`src/inc/rcr_consts.svh`:
```
`ifndef RCR_CONSTS_SVH
`define RCR_CONSTS_SVH

// ==========================================================
// Register indexes (byte address is four times the index)
`define RCR_IDX_PORT     6'h33
`define RCR_IDX_DIR      6'h34
`define RCR_IDX_SLEEP    6'h35
`define RCR_IDX_RF_MODE_CONTROL    6'h36
`define RCR_IDX_SEC      6'h37
`define RCR_IDX_RATE     6'h38
`define RCR_IDX_DECODE   6'h39
`define RCR_IDX_ASSESS   6'h3A

// ==========================================================
// Field positions
`define RCR_BIT_SLEEP    7
`define RCR_BIT_DEC      7
`define RCR_BIT_ENC      6
`define RCR_BIT_RF_MACHINE_RESET    2
`define RCR_BIT_FTX      1
`define RCR_BIT_FRX      0
`define RCR_BIT_TURBO    0
`define RCR_BIT_RXINV    2

// ==========================================================
// Reset values
`define RCR_RST_PINS     6'h00
`define RCR_RST_WAKE     9'h000
`define RCR_RST_CCA_MODE 2'h1
`define RCR_RST_CS_TH    4'h2

`endif

```
`src/inc/rcr_pkg.sv`:
```
`default_nettype none

package rcr_pkg;

  // ==========================================================
  // Security suite codes of a guaranteed-slot FIFO
  typedef enum logic [2:0] {
    RCR_SUITE_NONE    = 3'h0,
    RCR_SUITE_CTR     = 3'h1,
    RCR_SUITE_CCM128  = 3'h2,
    RCR_SUITE_CCM64   = 3'h3,
    RCR_SUITE_CCM32   = 3'h4,
    RCR_SUITE_MAC128  = 3'h5,
    RCR_SUITE_MAC64   = 3'h6,
    RCR_SUITE_MAC32   = 3'h7
  } rcr_suite_e;

  // Channel assessment modes; code zero is reserved
  typedef enum logic [1:0] {
    RCR_CCA_RSVD  = 2'h0,
    RCR_CCA_CS    = 2'h1,
    RCR_CCA_ED    = 2'h2,
    RCR_CCA_CS_ED = 2'h3
  } rcr_cca_e;

  // ==========================================================
  // Register bank state
  typedef struct packed {
    logic       ack;
    logic [7:0] rdata;
    logic [5:0] port;
    logic [5:0] dir;
    logic [8:0] wake;
    logic       rf_rst;
    logic       ftx;
    logic       frx;
    rcr_suite_e suite2;
    rcr_suite_e suite1;
    logic       turbo;
    logic       rxinv;
    rcr_cca_e   cca;
    logic [3:0] csth;
  } rcr_regs_s;

  // Pin port state
  typedef struct packed {
    logic [5:0] meta;
    logic [5:0] lvl;
    logic [5:0] out;
    logic [5:0] oe;
  } rcr_pin_s;

  // Self-clearing command bit
  typedef struct packed {
    logic busy;
  } rcr_shot_s;

endpackage : rcr_pkg

`default_nettype wire

```
`src/inc/rcr_pin_if.sv`:
```
`timescale 1ns/1ps
`default_nettype none

// ==========================================================
// Carrier between register bank and pin port
interface rcr_pin_if #(parameter int N = 6);
  logic [N-1:0] dir;    // One means output
  logic [N-1:0] out;    // Stored output value
  logic [N-1:0] level;  // Synchronised pin level
  modport core (output dir, output out, input level);
  modport port (input dir, input out, output level);
endinterface : rcr_pin_if

`default_nettype wire

```
`src/core/rcr_radio_ctrl.sv`:
```
// Added by the designer: the Wishbone interface to the registers.
`timescale 1ns/1ps
`default_nettype none
`include "rcr_consts.svh"

// Functional notes
// [RQ1] Six pin bits, reset zero, top two reserved
// [RQ2] Direction one drives pin, zero is input
// [RQ3] Sleep bit sleeps device then self-clears
// [RQ4] Nine-bit wake count split across two registers
// [RQ5] Reset bit holds RF machine in reset
// [RQ6] Host pulses reset, waits 192 us
// [RQ7] Bit one forces transmit state
// [RQ8] Bit zero forces receive state
// [RQ9] Host writes 0x06 then 0x02 for transmit
// [RQ10] Decrypt bit starts job, clears when done
// [RQ11] Encrypt bit starts job, clears when done
// [RQ12] Bits 5-3 pick slot two suite
// [RQ13] Bits 2-0 pick slot one suite
// [RQ14] Rate bit selects turbo or standard rate
// [RQ15] Decode bit inverts received symbol sign
// [RQ16] Host keeps reserved bits written zero
// [RQ17] Bits 7-6 pick channel assessment mode
// [RQ18] Bits 5-2 hold carrier sense threshold
// [RQ19] Port read mixes pins and output latch
module rcr_radio_ctrl (
  input  wire logic        clk_i,
  input  wire logic        rst_i,
  // Wishbone slave
  input  wire logic        wb_cyc_i,
  input  wire logic        wb_stb_i,
  input  wire logic        wb_we_i,
  input  wire logic [7:0]  wb_adr_i,
  input  wire logic [3:0]  wb_sel_i,
  input  wire logic [31:0] wb_dat_i,
  output logic      [31:0] wb_dat_o,
  output logic             wb_ack_o,
  // General purpose pins
  input  wire logic [5:0]  gpio_in_i,
  output logic      [5:0]  gpio_out_o,
  output logic      [5:0]  gpio_oe_o,
  // Sleep and oscillator
  output logic             sleep_req_o,
  output logic      [8:0]  wake_count_o,
  // RF state machine control
  output logic             rf_sm_reset_o,
  output logic             force_tx_o,
  output logic             force_rx_o,
  // Security engine
  input  wire logic        sec_done_i,
  output logic             decrypt_go_o,
  output logic             encrypt_go_o,
  output logic      [2:0]  slot2_suite_o,
  output logic      [2:0]  slot1_suite_o,
  // Baseband
  output logic             turbo_o,
  output logic             rx_invert_o,
  output logic      [1:0]  cca_mode_o,
  output logic      [3:0]  cs_threshold_o
);

  // ==========================================================
  // Address decode
  // Word index of a byte address; low bits are ignored
  function automatic logic [5:0] rcr_index(input logic [7:0] adr);
    rcr_index = adr[7:2];
  endfunction : rcr_index

  rcr_pkg::rcr_regs_s q;      // Registered state
  rcr_pkg::rcr_regs_s d;      // Next state
  logic        req;           // New bus cycle, not yet answered
  logic        wr;            // Write to byte lane zero
  logic [5:0]  idx;           // Register index
  logic [7:0]  wbyte;         // Write data byte
  logic [5:0]  port_view;     // Port as software reads it
  logic        sleep_go;      // Sleep command written
  logic        dec_go;        // Decrypt command written
  logic        enc_go;        // Encrypt command written
  logic        sleep_busy;    // Sleep bit, one cycle
  logic        dec_busy;      // Decrypt in progress
  logic        enc_busy;      // Encrypt in progress

  rcr_pin_if #(.N(6)) pins ();  // Carrier to pin port

  assign idx   = rcr_index(wb_adr_i);
  assign wbyte = wb_dat_i[7:0];
  assign req   = wb_cyc_i & wb_stb_i & ~q.ack;
  // Narrow registers live in byte lane zero only
  assign wr    = req & wb_we_i & wb_sel_i[0];

  // Inputs show the pad, outputs show the latch
  assign port_view = (q.dir & q.port)
                   | (~q.dir & pins.level);  // RQ19

  // Command strobes
  assign sleep_go = wr && (idx == `RCR_IDX_SLEEP)
                 && wbyte[`RCR_BIT_SLEEP];
  assign dec_go   = wr && (idx == `RCR_IDX_SEC)
                 && wbyte[`RCR_BIT_DEC];
  assign enc_go   = wr && (idx == `RCR_IDX_SEC)
                 && wbyte[`RCR_BIT_ENC];

  // ==========================================================
  // Next state of the register bank
  always_comb begin
    d       = q;
    // Ack one cycle after request, dropped the next
    d.ack   = req;
    d.rdata = 8'h00;
    // Read data; unmapped and reserved bits read zero
    if (req && !wb_we_i) begin
      case (idx)
        `RCR_IDX_PORT: begin
          d.rdata = {2'b00, port_view};  // RQ1 RQ19
        end
        `RCR_IDX_DIR: begin
          d.rdata = {2'b00, q.dir};
        end
        `RCR_IDX_SLEEP: begin
          // Sleep bit is write-only
          d.rdata = {1'b0, q.wake[6:0]};
        end
        `RCR_IDX_RF_MODE_CONTROL: begin
          d.rdata = {3'b000, q.wake[8:7], q.rf_rst, q.ftx, q.frx};
        end
        `RCR_IDX_SEC: begin
          // Command bits read back busy status
          d.rdata = {dec_busy, enc_busy, q.suite2, q.suite1};
        end
        `RCR_IDX_RATE: begin
          d.rdata = {7'h00, q.turbo};
        end
        `RCR_IDX_DECODE: begin
          d.rdata = {5'h00, q.rxinv, 2'b00};
        end
        `RCR_IDX_ASSESS: begin
          d.rdata = {q.cca, q.csth, 2'b00};
        end
        default: begin
          d.rdata = 8'h00;
        end
      endcase
    end
    // Writes; reserved bits are dropped
    if (wr) begin
      case (idx)
        `RCR_IDX_PORT: begin
          // Latch all; only output pins are driven
          d.port = wbyte[5:0];  // RQ1 RQ19
        end
        `RCR_IDX_DIR: begin
          d.dir = wbyte[5:0];  // RQ2
        end
        `RCR_IDX_SLEEP: begin
          d.wake[6:0] = wbyte[6:0];  // RQ4
        end
        `RCR_IDX_RF_MODE_CONTROL: begin
          d.wake[8:7] = wbyte[4:3];  // RQ4
          d.rf_rst    = wbyte[`RCR_BIT_RF_MACHINE_RESET];  // RQ5
          d.ftx       = wbyte[`RCR_BIT_FTX];  // RQ7
          d.frx       = wbyte[`RCR_BIT_FRX];  // RQ8
        end
        `RCR_IDX_SEC: begin
          d.suite2 = rcr_pkg::rcr_suite_e'(wbyte[5:3]);  // RQ12
          d.suite1 = rcr_pkg::rcr_suite_e'(wbyte[2:0]);  // RQ13
        end
        `RCR_IDX_RATE: begin
          d.turbo = wbyte[`RCR_BIT_TURBO];  // RQ14
        end
        `RCR_IDX_DECODE: begin
          d.rxinv = wbyte[`RCR_BIT_RXINV];  // RQ15
        end
        `RCR_IDX_ASSESS: begin
          d.cca  = rcr_pkg::rcr_cca_e'(wbyte[7:6]);  // RQ17
          d.csth = wbyte[5:2];  // RQ18
        end
        default: begin
          d.port = q.port;
        end
      endcase
    end
  end

  // ==========================================================
  // State register with documented reset values
  always_ff @(posedge clk_i) begin
    if (rst_i) begin
      q        <= '0;
      q.port   <= `RCR_RST_PINS;  // RQ1
      q.dir    <= `RCR_RST_PINS;  // RQ2
      q.wake   <= `RCR_RST_WAKE;
      q.suite2 <= rcr_pkg::RCR_SUITE_NONE;
      q.suite1 <= rcr_pkg::RCR_SUITE_NONE;
      q.cca    <= rcr_pkg::rcr_cca_e'(`RCR_RST_CCA_MODE);  // RQ17
      q.csth   <= `RCR_RST_CS_TH;  // RQ18
    end else begin
      q <= d;
    end
  end

  // ==========================================================
  // Command bits
  // Sleep bit clears itself the cycle after it is set
  rcr_oneshot u_sleep (
    .clk_i   (clk_i),
    .rst_i   (rst_i),
    .start_i (sleep_go),
    .done_i  (sleep_busy),  // RQ3
    .busy_o  (sleep_busy)
  );

  // Security jobs clear when the engine reports done
  rcr_oneshot u_decrypt (
    .clk_i   (clk_i),
    .rst_i   (rst_i),
    .start_i (dec_go),
    .done_i  (sec_done_i),  // RQ10
    .busy_o  (dec_busy)
  );

  rcr_oneshot u_encrypt (
    .clk_i   (clk_i),
    .rst_i   (rst_i),
    .start_i (enc_go),
    .done_i  (sec_done_i),  // RQ11
    .busy_o  (enc_busy)
  );

  // ==========================================================
  // Pin port
  assign pins.dir = q.dir;
  assign pins.out = q.port;

  rcr_pin_port u_pins (
    .clk_i    (clk_i),
    .rst_i    (rst_i),
    .pin_i    (gpio_in_i),
    .pin_o    (gpio_out_o),
    .pin_oe_o (gpio_oe_o),
    .bus      (pins)
  );

  // ==========================================================
  // Outputs, all from flip-flops
  assign wb_ack_o       = q.ack;
  assign wb_dat_o       = {24'h000000, q.rdata};
  assign sleep_req_o    = sleep_busy;
  assign wake_count_o   = q.wake;
  assign rf_sm_reset_o  = q.rf_rst;
  assign force_tx_o     = q.ftx;
  assign force_rx_o     = q.frx;
  assign decrypt_go_o   = dec_busy;
  assign encrypt_go_o   = enc_busy;
  assign slot2_suite_o  = q.suite2;
  assign slot1_suite_o  = q.suite1;
  assign turbo_o        = q.turbo;
  assign rx_invert_o    = q.rxinv;
  assign cca_mode_o     = q.cca;
  assign cs_threshold_o = q.csth;
endmodule : rcr_radio_ctrl

`default_nettype wire

```
`src/core/rcr_oneshot.sv`:
```
`timescale 1ns/1ps
`default_nettype none

// ==========================================================
// Command bit: set by software, cleared by hardware
module rcr_oneshot (
  input  wire logic clk_i,
  input  wire logic rst_i,
  input  wire logic start_i,  // Software wrote a one
  input  wire logic done_i,   // Operation finished
  output logic      busy_o    // Bit as seen by software
);

  rcr_pkg::rcr_shot_s q;  // Registered state
  rcr_pkg::rcr_shot_s d;  // Next state

  // ==========================================================
  // Next state: a start in the finishing cycle wins
  always_comb begin
    d      = q;
    d.busy = start_i | (q.busy & ~done_i);
  end

  always_ff @(posedge clk_i) begin
    if (rst_i) begin
      q <= '0;
    end else begin
      q <= d;
    end
  end

  assign busy_o = q.busy;
endmodule : rcr_oneshot

`default_nettype wire

```
`src/core/rcr_pin_port.sv`:
```
`timescale 1ns/1ps
`default_nettype none

// ==========================================================
// General purpose pins: synchroniser and drivers
module rcr_pin_port (
  input  wire logic       clk_i,
  input  wire logic       rst_i,
  input  wire logic [5:0] pin_i,     // Pin levels from pads
  output logic      [5:0] pin_o,     // Pin drive values
  output logic      [5:0] pin_oe_o,  // High while driving
  rcr_pin_if.port         bus
);

  rcr_pkg::rcr_pin_s q;  // Registered state
  rcr_pkg::rcr_pin_s d;  // Next state

  // ==========================================================
  // Two stages before any logic sees a pad
  always_comb begin
    d      = q;
    d.meta = pin_i;
    d.lvl  = q.meta;
    d.out  = bus.out;
    d.oe   = bus.dir;  // RQ2
  end

  always_ff @(posedge clk_i) begin
    if (rst_i) begin
      q <= '0;
    end else begin
      q <= d;
    end
  end

  assign pin_o     = q.out;
  assign pin_oe_o  = q.oe;
  assign bus.level = q.lvl;
endmodule : rcr_pin_port

`default_nettype wire

```
`config.mk`:
```
export PLATFORM = sky130hd
export DESIGN_NAME = rcr_radio_ctrl
export DESIGN_NICKNAME = d
export VERILOG_FILES = /design/src/inc/rcr_pkg.sv /design/src/inc/rcr_pin_if.sv /design/src/core/rcr_radio_ctrl.sv /design/src/core/rcr_oneshot.sv /design/src/core/rcr_pin_port.sv
export VERILOG_INCLUDE_DIRS = /design/src /design/src/inc
export SDC_FILE = /design/constraint.sdc
export NUM_CORES = 1
export LEC_CHECK = 0
export ABC_CLOCK_PERIOD_IN_PS = 5000
export BUFFER_PORTS_ARGS = -buffer_cell sky130_fd_sc_hd__buf_2
export CAP_MARGIN = 15
export CORE_MARGIN = 8
export CORE_UTILIZATION = 50
export CTS_CLUSTER_DIAMETER = 60
export DETAILED_ROUTE_END_ITERATION = 8
export HOLD_SLACK_MARGIN = 0.08
export PLACE_DENSITY_LB_ADDON = 0.15
export SLEW_MARGIN = 20
export SYNTH_ARGS = -nofsm -noshare
export SYNTH_HDL_FRONTEND = slang
export SYNTH_SLANG_ARGS = --single-unit
```
`constraint.sdc`:
```
create_clock -name clk_i -period 5 [get_ports clk_i]
set_input_delay 0.5 -clock clk_i [delete_from_list [all_inputs] [get_ports clk_i]]
set_output_delay 0.5 -clock clk_i [all_outputs]
set_load 0.1 [all_outputs]
```
## Yosys cells after proc, flatten, opt, wreduce, memory -nomap -nowiden

Index checks and enable logic that the tools add are counted.

| word-level totals | value |
|---|---|
| register bits after elaboration | 74 |
| input port bits | 56 |
| output and inout port bits | 74 |
| logic and storage cells | 62 |

| cells by class | value |
|---|---|
| eq/ne operators | 8 |
| mux-type cells | 1 |
| bitwise gates (word level) | 15 |
| reduce and logical (&&, ||, !) cells | 16 |

Operators with widths:

| kind | number |
|---|---|
| $pmux W8 S8 | 1 |
| $eq A6 B6 Y1 const B | 8 |
| $reduce_and A2 Y1 | 8 |
| $and A6 B6 Y6 | 2 |
| $and A1 B1 Y1 | 6 |
| $logic_and A1 B1 Y1 | 6 |
| $not A6 Y6 | 1 |
| $or A6 B6 Y6 | 1 |
| $not A1 Y1 | 3 |
| $or A1 B1 Y1 | 2 |
| $reduce_or A2 Y1 | 1 |
| $logic_not A1 Y1 | 1 |

## Longest topological paths before layout

Gate-level depths: netlist (run 1).

| logic depth | value |
|---|---|
| depth after elaboration | 7 |
| gate-level depth with buffers | 5 |
| mapped depth without buffers | 4 |

## Hierarchy

From an unflattened synthesis (run 1), not the netlist that was laid out.

| unflattened totals | value |
|---|---|
| cells, all modules | 287 |
| area, all modules | 3143.0 um^2 |

By module, submodules not included:

| module | instances | cells an instance | area each (um^2) | seq. area each (um^2) |
|---|---|---|---|---|
| rcr_radio_ctrl | 1 | 225 | 2333.5 | 940.9 |
| rcr_pin_port | 1 | 50 | 693.2 | 480.5 |
| rcr_oneshot | 3 | 4 | 38.8 | 20.0 |

## Worst setup path after synthesis (run 1)

OpenSTA, ideal clock, no wires.

| timing path | value |
|---|---|
| kind | reg2reg |
| start point | register q, in the netlist wb_ack_o |
| end point | register q, in the netlist cca_mode_o[0] |
| setup time | 0.120 ns |
| data arrival time | 2.005 ns |
| data required time | 4.880 ns |
| path slack | 2.876 ns |
| stages on the path, launching flop included | 6 |
| path buffers | 1 |
| period minus slack after synthesis | 2.124 ns |
| path through | dfxtp_1 -> nand3b_1 -> buf_2 -> nor4_4 -> nor2b_1 -> a211o_1 |

| on the way | value |
|---|---|
| cells in the longest elaborated chain, start to end | 5 |

RTL lines:

| what | line | source |
|---|---|---|
| start, declared | rcr_radio_ctrl.sv:69 | `rcr_pkg::rcr_regs_s q;` |
| $not A1 Y1 | rcr_radio_ctrl.sv:87 | `assign req = wb_cyc_i & wb_stb_i & ~q.ack;` |
| $and A1 B1 Y1 | rcr_radio_ctrl.sv:87 |  |
| $and A1 B1 Y1 (2 in series) | rcr_radio_ctrl.sv:89 | `assign wr = req & wb_we_i & wb_sel_i[0];` |
| $reduce_and A2 Y1 (no source line) | n/a |  |

No other way between the ends.
A chain may end at the register's enable or synchronous reset.

## Final worst setup path (run 1)

Ends and elaborated chain as after synthesis.

==> impl_summary.md, run 1 <==
Global route
The aggregate global routing overflow is 0. The wire length of the first global-routing pass is 11320 um. The via count of the first global-routing pass came to 2281.

The maximum number of pins on one net before global-route repair is 67. The initial antenna violation count is 0. The all-layer global routing usage is 16.69%.

Yosys
The area share of the largest cell type after synthesis is 48.68%. The cell type contributing the most total cell area after synthesis is sky130_fd_sc_hd__dfxtp_1. In the synthesized netlist, the cells that appear most often are sky130_fd_sc_hd__dfxtp_1, sky130_fd_sc_hd__nor2_1, sky130_fd_sc_hd__mux2i_1. The cell with the most instances after synthesis is sky130_fd_sc_hd__dfxtp_1. Counting flops with an async set or reset pin after synthesis yields a share of 0%. In the post-synthesis netlist, the biggest area contributors are sky130_fd_sc_hd__dfxtp_1, sky130_fd_sc_hd__mux2i_1, sky130_fd_sc_hd__buf_4.

Counting every instance in the synthesized netlist gives 282. The average instance in the mapped netlist occupies 10.79 um2. Counting flops with a built-in enable in the synthesized netlist gives 0.

Summing every instance area after synthesis gives 3043 um2. The top flip-flop cell by instance count after synthesis is sky130_fd_sc_hd__dfxtp_1. The number of flip-flops and latches in the synthesized netlist is 74.

During synthesis, Yosys emitted a total of 0 warnings. The fraction of the yosys area taken by sequential cells is 48.68%. Yosys mapped the design onto 34 distinct sky130hd cell types.

Clocking
TritonCTS built the clock tree. The total number of H-tree levels is 3. The maximum number of buffers from clock root to sink is 2. After clock tree synthesis, the clock-pin slew on the worst setup and hold paths is 80 ps.

The quantity of hold-fixing buffers added after cts is 0. In this run, CTS created clock tree buffers numbering 9. The cell sitting at the root of the clock tree is a sky130_fd_sc_hd__clkbuf_8.

The post-cts repair resize count is 0. The clock sink total is 74. The clock reaches the later pin of the worst-skew pair after 350 ps. The buffers inserted during post-CTS setup optimization is 0.

Final layout
0 antenna diodes ended up in the layout. The synthesis-to-layout area growth is 18.22%. The layout net count is 415. Counting the fill cells in the layout gives 542. Of the cells placed in the final design, the portion with a size suffix greater than 1 is 31.32%.

Outcome
The flow ran to the end, and the final reports show no timing, DRC or antenna violations.

Floorplan
From left edge to right edge, the die measures 94.01 um. The effective utilization at floorplan is 51.70%. The total area inside the core boundary comes to 5886 um2.

The die boundary height is 94.01 um. The top-level port count is 130. The die area is 8838 um2. In this run the core area contains 28 standard-cell rows.

STA
The shortest period the worst path allows is 2276 ps. For the pin with the worst max-slew slack, the measured transition is 806.5 ps. The worst slew slack as a fraction of its limit is 46.07%. The number of hold-slack violations in the final timing report came to 0.

The post-route clock period utilization is 45.51%. The setup skew after layout is 8.844 ps. The total setup violations reported at the end of the flow is 0.

Setup repair after global routing left no endpoint under its margin. The summed negative setup slack over all endpoints is 0 ps. The maximum achievable frequency is 0.4394 GHz. The number of max-slew violations in the final report is 0.

Pwr
The power dissipated by switching net loads is 0.3403 mW. The switching portion of total power is 28.11%. Combinational cells account for 11.3% of the total power.

The static power due to leakage is 1.518 nW. The design draws 1.210 mW. The proportion of power drawn by flip-flops and latches is 49.2%. The largest voltage drop on the vdd net is 193.1 uV. Power spread over the standard cell area amounts to 336.5 nW/um2.

The power share of the clock group is 39.5%. The cell-internal power is 0.8702 mW.

Setup path
The sort of element at the start of the critical path is a flop. The critical path is of the reg2reg type. The data arrival time at the worst-slack endpoint is 2520 ps. The slack of the worst reg-to-reg path is 2720 ps. STA puts the critical path data required time at 5240 ps. The sort of element at the end of the critical path is a flop.

In this run the worst path has a maximum fanout of 10.

Routing
Wires add up to 7315 um. The post-detailed-route count of antenna-violating nets is 0. The first detailed-routing pass took 4 iterations. The number of remaining DRC errors is 0. The number of DRC violations after detailed-routing iteration 0 is 110. After detailed routing, the average wire length per cell comes to 16.66 um.

The via count normalized by instance count is 5.030. The detailed router placed 2208 vias in this run.

Worst hold path
The tightest min-delay check is of the in2reg type.

Place
The count of buffers added on input and output ports is 76. The half-perimeter wire length after placement is 5067 um. Routability-driven placement finished with a final weighted congestion of 0.7608.

Run
Across the run, the number of max-cap violations was 0.
stage by stage:
step,hold WS [ps],setup WS [ps],area (um2),std cells,util [%]
4_1_cts,349.5,2703,3592,439,61.03
3_3_place_gp,425.9,2491,3387,423,57.55
3_5_place_dp,437.5,2507,3387,423,57.55
6_report,359.7,2724,3597,439,61.12
2_1_floorplan,413.8,2876,3129,305,-
5_1_grt,355.1,2526,3597,439,61.12
routing by layer:
| layer | up-vias | track usage [%] | routed length, um |
|---|---|---|---|
| met5 | - | 0 | 0 |
| met4 | 0 | 8.719 | 124 |
| met3 | 10 | 4.876 | 566 |
| met2 | 76 | 26.72 | 3524 |
| met1 | 1045 | 19.78 | 3100 |
| li1 | 1077 | - | - |
power by group through the flow:
stage / registers (mW) / logic, mW / clock network [mW]
final: 0.595 / 0.137 / 0.478
after global routing: 0.596 / 0.143 / 0.509
after CTS: 0.595 / 0.136 / 0.486
after detailed placement: 0.609 / 0.136 / 0
after global placement: 0.609 / 0.136 / 0
after floorplan: 0.612 / 0.124 / 0
final timing paths:
path,start,to,cells after the start
setup / recovery,wb_ack_o,cca_mode_o[0],4
hold / removal,gpio_in_i[5],u_pins.d[17],2
setup reg to reg,wb_ack_o,cca_mode_o[0],4
hold reg to reg,u_pins.d[15],u_pins.bus.level[3],1
logic make-up (layout without fill, tap and decap cells):
| group | count (synthesis) | in the layout | share of synthesized area [%] |
|---|---|---|---|
| XOR/XNOR | 1 | 1 | 0.2879 |
| AO/OA/AOI/OAI | 16 | 16 | 3.825 |
| other | 1 | 24 | 0.1232 |
| buffers and inverters | 36 | 95 | 7.607 |
| flip-flops | 74 | 74 | 48.68 |
| multiplexers | 49 | 49 | 18.42 |
| AND/OR/NAND/NOR | 105 | 105 | 21.05 |
final cells by class:
class	count	area (um2)	area share, %
clock inverters	4	50.05	1.391
repair buffers	77	387.9	10.78
multi-input cells	195	1421	39.51
inverters	2	7.507	0.2087
clock buffers	12	155.1	4.313
well taps	75	93.84	2.609
flip-flops and latches	74	1481	41.18
placed cells by master (no fill, tap or decap), drive strengths merged:
| cell | netlist | final |
|---|---|---|
| a2bb2oi | 1 | 1 |
| or2 | 2 | 2 |
| a211o | 2 | 2 |
| a31oi | 1 | 1 |
| conb | 1 | 24 |
| and3b | 1 | 1 |
| nor3 | 1 | 1 |
| a222oi | 4 | 4 |
| clkinvlp | 0 | 2 |
| nand2 | 5 | 5 |
| nand3b | 1 | 1 |
| buf | 28 | 77 |
| nand4 | 2 | 2 |
| xnor2 | 1 | 1 |
| nor3b | 2 | 2 |
| o22ai | 1 | 1 |
| inv | 2 | 2 |
| nand4b | 2 | 2 |
| clkbuf | 6 | 12 |
| bufinv | 0 | 1 |
| nand3 | 1 | 1 |
| nor2b | 27 | 27 |
| dfxtp | 74 | 74 |
| nor2 | 50 | 50 |
| mux2i | 38 | 38 |
| nor4 | 8 | 8 |
| or4 | 1 | 1 |
| a22oi | 1 | 1 |
| mux4 | 5 | 5 |
| a21oi | 6 | 6 |
| mux2 | 6 | 6 |
| clkinv | 0 | 1 |
| nand2b | 2 | 2 |
state kept, by name, summed over array words and instances (netlist names), 3 cells and up:
signal            cells
u_pins.d              6
u_pins.pin_oe_o       6
wb_dat_o              8
pins.out              6
slot1_suite_o         3
cs_threshold_o        4
slot2_suite_o         3
u_pins.bus.level      6
wake_count_o          9
u_pins.pin_o          6
pins.dir              6
worst max-delay path, stage by stage, from the launching register on:
cell	delay, ps
sky130_fd_sc_hd__dfxtp_1	310
sky130_fd_sc_hd__nand3b_1	610
sky130_fd_sc_hd__nor4_4	870
sky130_fd_sc_hd__nor2b_1	100
sky130_fd_sc_hd__a211o_1	280
No activity file was read; power rests on OpenSTA's default activity.
==> inputs of run 2 (changes only) <==
--- a/config.mk
+++ b/config.mk
@@ -6,11 +6,12 @@
 export SDC_FILE = /design/constraint.sdc
 export NUM_CORES = 1
 export LEC_CHECK = 0
-export ABC_CLOCK_PERIOD_IN_PS = 5000
+export ABC_AREA = 1
+export ABC_CLOCK_PERIOD_IN_PS = 2250
 export BUFFER_PORTS_ARGS = -buffer_cell sky130_fd_sc_hd__buf_2
 export CAP_MARGIN = 15
 export CORE_MARGIN = 8
-export CORE_UTILIZATION = 50
+export CORE_UTILIZATION = 48
 export CTS_CLUSTER_DIAMETER = 60
 export DETAILED_ROUTE_END_ITERATION = 8
 export HOLD_SLACK_MARGIN = 0.08
==> constraint.sdc (replaced) <==
create_clock -name clk_i -period 2.25 [get_ports clk_i]
set_input_delay 0.225 -clock clk_i [delete_from_list [all_inputs] [get_ports clk_i]]
set_output_delay 0.225 -clock clk_i [all_outputs]
set_load 0.1 [all_outputs]
==> run 2 against run 1 <==
Compared with the run above:
- largest power group unchanged
- utilization decreased by 1.1 points
- clock power increased to 2.5 times the previous value
- sequential power up 120%
- via count is 30% higher
- first-iteration DRC count up 73%
- flip-flop and latch count did not move
- routed wire length up 15%
- final cell count grew 33%
- largest cell class unchanged
- synthesized cell count increased by 49%
- critical endpoint is now pins.out[0]
- die area grew 7.6%
- clock-buffer cell count unchanged
- fmax grew 47%
- critical path type unchanged
==> impl_summary.md, run 2 <==
Place
The half-perimeter wire length after placement is 6147 um. The count of buffers added on input and output ports is 76. OpenSTA, run right after detailed placement, puts the worst setup slack at 701.0 ps.

In this run, placement finished with an instance count of 564. Routability-driven placement finished with a final weighted congestion of 0.8447.

STA
The clock arrives with 9.933 ps of skew. The least setup slack across all paths after layout is 697.7 ps. The summed negative setup slack over all endpoints is 0 ps. Headroom to the max-slew limit came out at 64.10%. Subtracting the final worst setup slack from the clock period gives 1552 ps. Setup violations remaining at the end of the flow were counted as 0. Setup repair after global routing left no endpoint under its margin. The actual transition at the worst max-transition pin is 537.9 ps. Static timing analysis puts the maximum clock frequency at 0.6442 GHz. In the finished design, the share of the clock period the worst path needs comes to 68.99%. The number of max-slew violations in the final report is 0. The number of hold-slack violations in the final timing report came to 0.

Floorplan
The die covers 9509 um2. The top-level port count is 130. The effective utilization at floorplan is 49.94%. The width of the die is 97.52 um. The die boundary height is 97.52 um. The core region is 6386 um2. The number of placement rows is 29.

Final layout
The count of filler cells inserted in the layout is 621. The register with the most flip-flops in the layout has 9 of them. The library cell used most frequently in the layout, excluding fill and tap cells, is sky130_fd_sc_hd__nor2_1. The share of the core filled with cells in the final layout is 60.05%. The synthesis-to-layout area growth is 20.24%. The number of diodes added for antenna fixing is 0. In the final design database the tool counted 560 nets. Cells with a size suffix above 1 make up 26.33% of the layout.

After the flow finishes, the layout carries non-filler instances totaling 586. The top cell types in the final layout, fill and taps aside, are sky130_fd_sc_hd__nor2_1, sky130_fd_sc_hd__buf_2, sky130_fd_sc_hd__dfxtp_1.

Yosys
The average footprint of a synthesized cell is 7.612 um2. The proportion of register bits with asynchronous set or reset after synthesis is 0%. sky130_fd_sc_hd__dfxtp_1 takes more of the synthesized area than any other cell. In this run the cell area of the synthesized design comes to 3189 um2. The commonest cells after synthesis are sky130_fd_sc_hd__nor2_1, sky130_fd_sc_hd__dfxtp_1, sky130_fd_sc_hd__nand2_1. The cell count after synthesis is 419. Of the synthesized area, sequential elements account for 46.45%. Sorting the synthesized cells by area gives the leading types as sky130_fd_sc_hd__dfxtp_1, sky130_fd_sc_hd__nor2_1, sky130_fd_sc_hd__nand2_1. The synthesized design contains 0 enable-type register cells. In the synthesized netlist the dominant register cell turns out to be sky130_fd_sc_hd__dfxtp_1. The number of different library cells used by synthesis comes to 26.

The count of warnings emitted by yosys is 0. Yosys instantiated no cell more often than sky130_fd_sc_hd__nor2_1. The area share of the largest cell type after synthesis is 46.45%. The number of flip-flops and latches in the synthesized netlist is 74.

Setup path
STA classifies the critical path endpoint as a flop. The critical path data required time is 2480 ps. The startpoint of the worst register-to-register path is wb_ack_o. Data arrives at the worst endpoint at 1780 ps. The sort of element at the start of the critical path is a flop.

The type of the setup path with the least slack is reg2reg. The largest fanout on the critical path is 12. For the worst flop-to-flop path, the logic depth is 6.

The worst setup path startpoint is wb_ack_o.

Pwr
IR analysis of the VDD net gives a maximum drop of 521.7 uV. The power per cell area is 747.4 nW/um2. Summed over all cells, the static leakage comes to 1.876 nW.

The power dissipated by switching net loads is 0.7818 mW. Of the total power, registers draw 46.2%. Of the total power, the share spent switching nets is 27.27%. The cell-internal power is 2.085 mW. The share of total power dissipated in combinational logic is 11.8%. Per report_power, the clock group accounts for 42.0% of the total.

Global route
The initial antenna violation count is 0. The first global-routing pass estimated 13310 um of wire. The maximum number of pins on one net before global-route repair is 39.

For this run the aggregate overflow at the end of global routing stands at 0. The via count of the first global-routing pass is 2703. For this run, the total global-route usage over all layers was measured as 17.23%.

Run
Max-cap violations in this run came to 0.

Routing
The detail-routed net length per standard cell is 14.30 um. The detailed-routing iteration count for the pre-antenna-repair pass is 5. The final routed wirelength across all metal layers is 8379 um. The via count normalized by instance count is 4.891. The via count of the routed design is 2866. The number of remaining DRC errors is 0. The count of nets left with antenna violations once routing finished came out at 0. The detailed router finished its first iteration with 190 violations.

Clocking
Counting along the longest clock path gives a buffer depth of 2. The clock tree from TritonCTS is done. The buffers inserted during post-CTS setup optimization is 0. The tree built by TritonCTS fans out to 74 sinks.

The root buffer cell chosen for the clock tree is sky130_fd_sc_hd__clkbuf_8. CTS built an H-tree with a depth of 3. Clock-pin slew was measured on the worst setup and hold paths at 80 ps.

At the later pin of the worst-skew pair, clock insertion delay measures 350 ps. The total clock buffers created by CTS is 9.

Worst hold path
The class of the tightest hold or removal check is in2reg. The startpoint identified for the worst hold timing path is wb_dat_i[6]. The number of cells on the worst hold path is 3.

Outcome
The flow ran to the end, and the final reports show no timing, DRC or antenna violations.
-- run 2: cell types whose count changed after synthesis, moves of 6 or more --
cell                      previous run  this run
sky130_fd_sc_hd__inv_1               2        36
sky130_fd_sc_hd__inv_2               0         6
sky130_fd_sc_hd__mux2_2              6         0
sky130_fd_sc_hd__mux2i_1            38         0
sky130_fd_sc_hd__nand2_1             5        61
sky130_fd_sc_hd__nand3_1             1        32
sky130_fd_sc_hd__nor2_1             50        96
sky130_fd_sc_hd__nor2_4              0         7
sky130_fd_sc_hd__nor2b_1            27         0
sky130_fd_sc_hd__nor4_4              6         0
sky130_fd_sc_hd__o21ai_0             0        34
-- run 2: logic make-up (layout without fill, tap and decap cells) --
| group | after synthesis | after routing | share of synthesized area [%] |
|---|---|---|---|
| AO/OA/AOI/OAI | 52 | 52 | 9.219 |
| buffers and inverters | 78 | 145 | 12.75 |
| flip-flops | 74 | 74 | 46.45 |
| other | 1 | 24 | 0.1176 |
| AND/OR/NAND/NOR | 214 | 214 | 31.46 |
-- run 2: layout make-up --
cell class              instances  area [um2]  share of cell area [%]
clock buffers                  12       165.2                   4.307
well taps                      77       96.34                   2.512
inverters                      45       176.4                   4.600
repair buffers                 84       455.4                   11.88
clock inverters                 4       72.57                   1.892
flip-flops and latches         74        1481                   38.63
multi-input cells             290        1388                   36.18
-- run 2: repair_timing --
item | in CTS | in global routing
endpoints found under the setup margin | 0 | 0
hold buffers | 5 | 1
gates resized for setup | 0 | 0
endpoints found under the hold margin | 5 | 1
-- run 2: layer usage --
layer | GRT usage (%) | up-vias | share of wire (%)
li1 | - | 1423 | -
met1 | 21.27 | 1319 | 44
met2 | 26.80 | 110 | 45
met3 | 5.548 | 14 | 8.9
met4 | 7.343 | 0 | 1.9
met5 | 0 | - | 0
-- run 2: worst paths after layout --
check	slack [ps]	end
worst min-delay path	130	cca_mode_o[0]
worst max register to register	700	pins.out[0]
worst min register to register	410	u_pins.bus.level[4]
worst max-delay path	700	pins.out[0]
-- run 2: power groups by stage --
stage | Clock [mW] | Combinational, mW | Sequential, mW
3_3_place_gp | 0 | 0.325 | 1.35
2_1_floorplan | 0 | 0.290 | 1.36
5_1_grt | 1.28 | 0.357 | 1.32
3_5_place_dp | 0 | 0.328 | 1.35
6_report | 1.20 | 0.338 | 1.32
4_1_cts | 1.21 | 0.335 | 1.32
-- run 2: worst max-delay path, stage by stage, from the launching register on --
cell	delay [ps]
sky130_fd_sc_hd__dfxtp_1	310
sky130_fd_sc_hd__inv_1	40
sky130_fd_sc_hd__nand3_1	200
sky130_fd_sc_hd__nor2_8	330
sky130_fd_sc_hd__nand2_2	270
sky130_fd_sc_hd__o21ai_0	230
sky130_fd_sc_hd__a21oi_1	50
-- run 2: metrics by stage --
step	power (mW)	hold WS, ps	instance area (um2)
4_1_cts	2.870	84.13	3825
2_1_floorplan	1.654	332.0	3276
3_3_place_gp	1.679	392.8	3537
5_1_grt	2.956	138.2	3835
6_report	2.866	131.2	3835
3_5_place_dp	1.682	396.0	3537
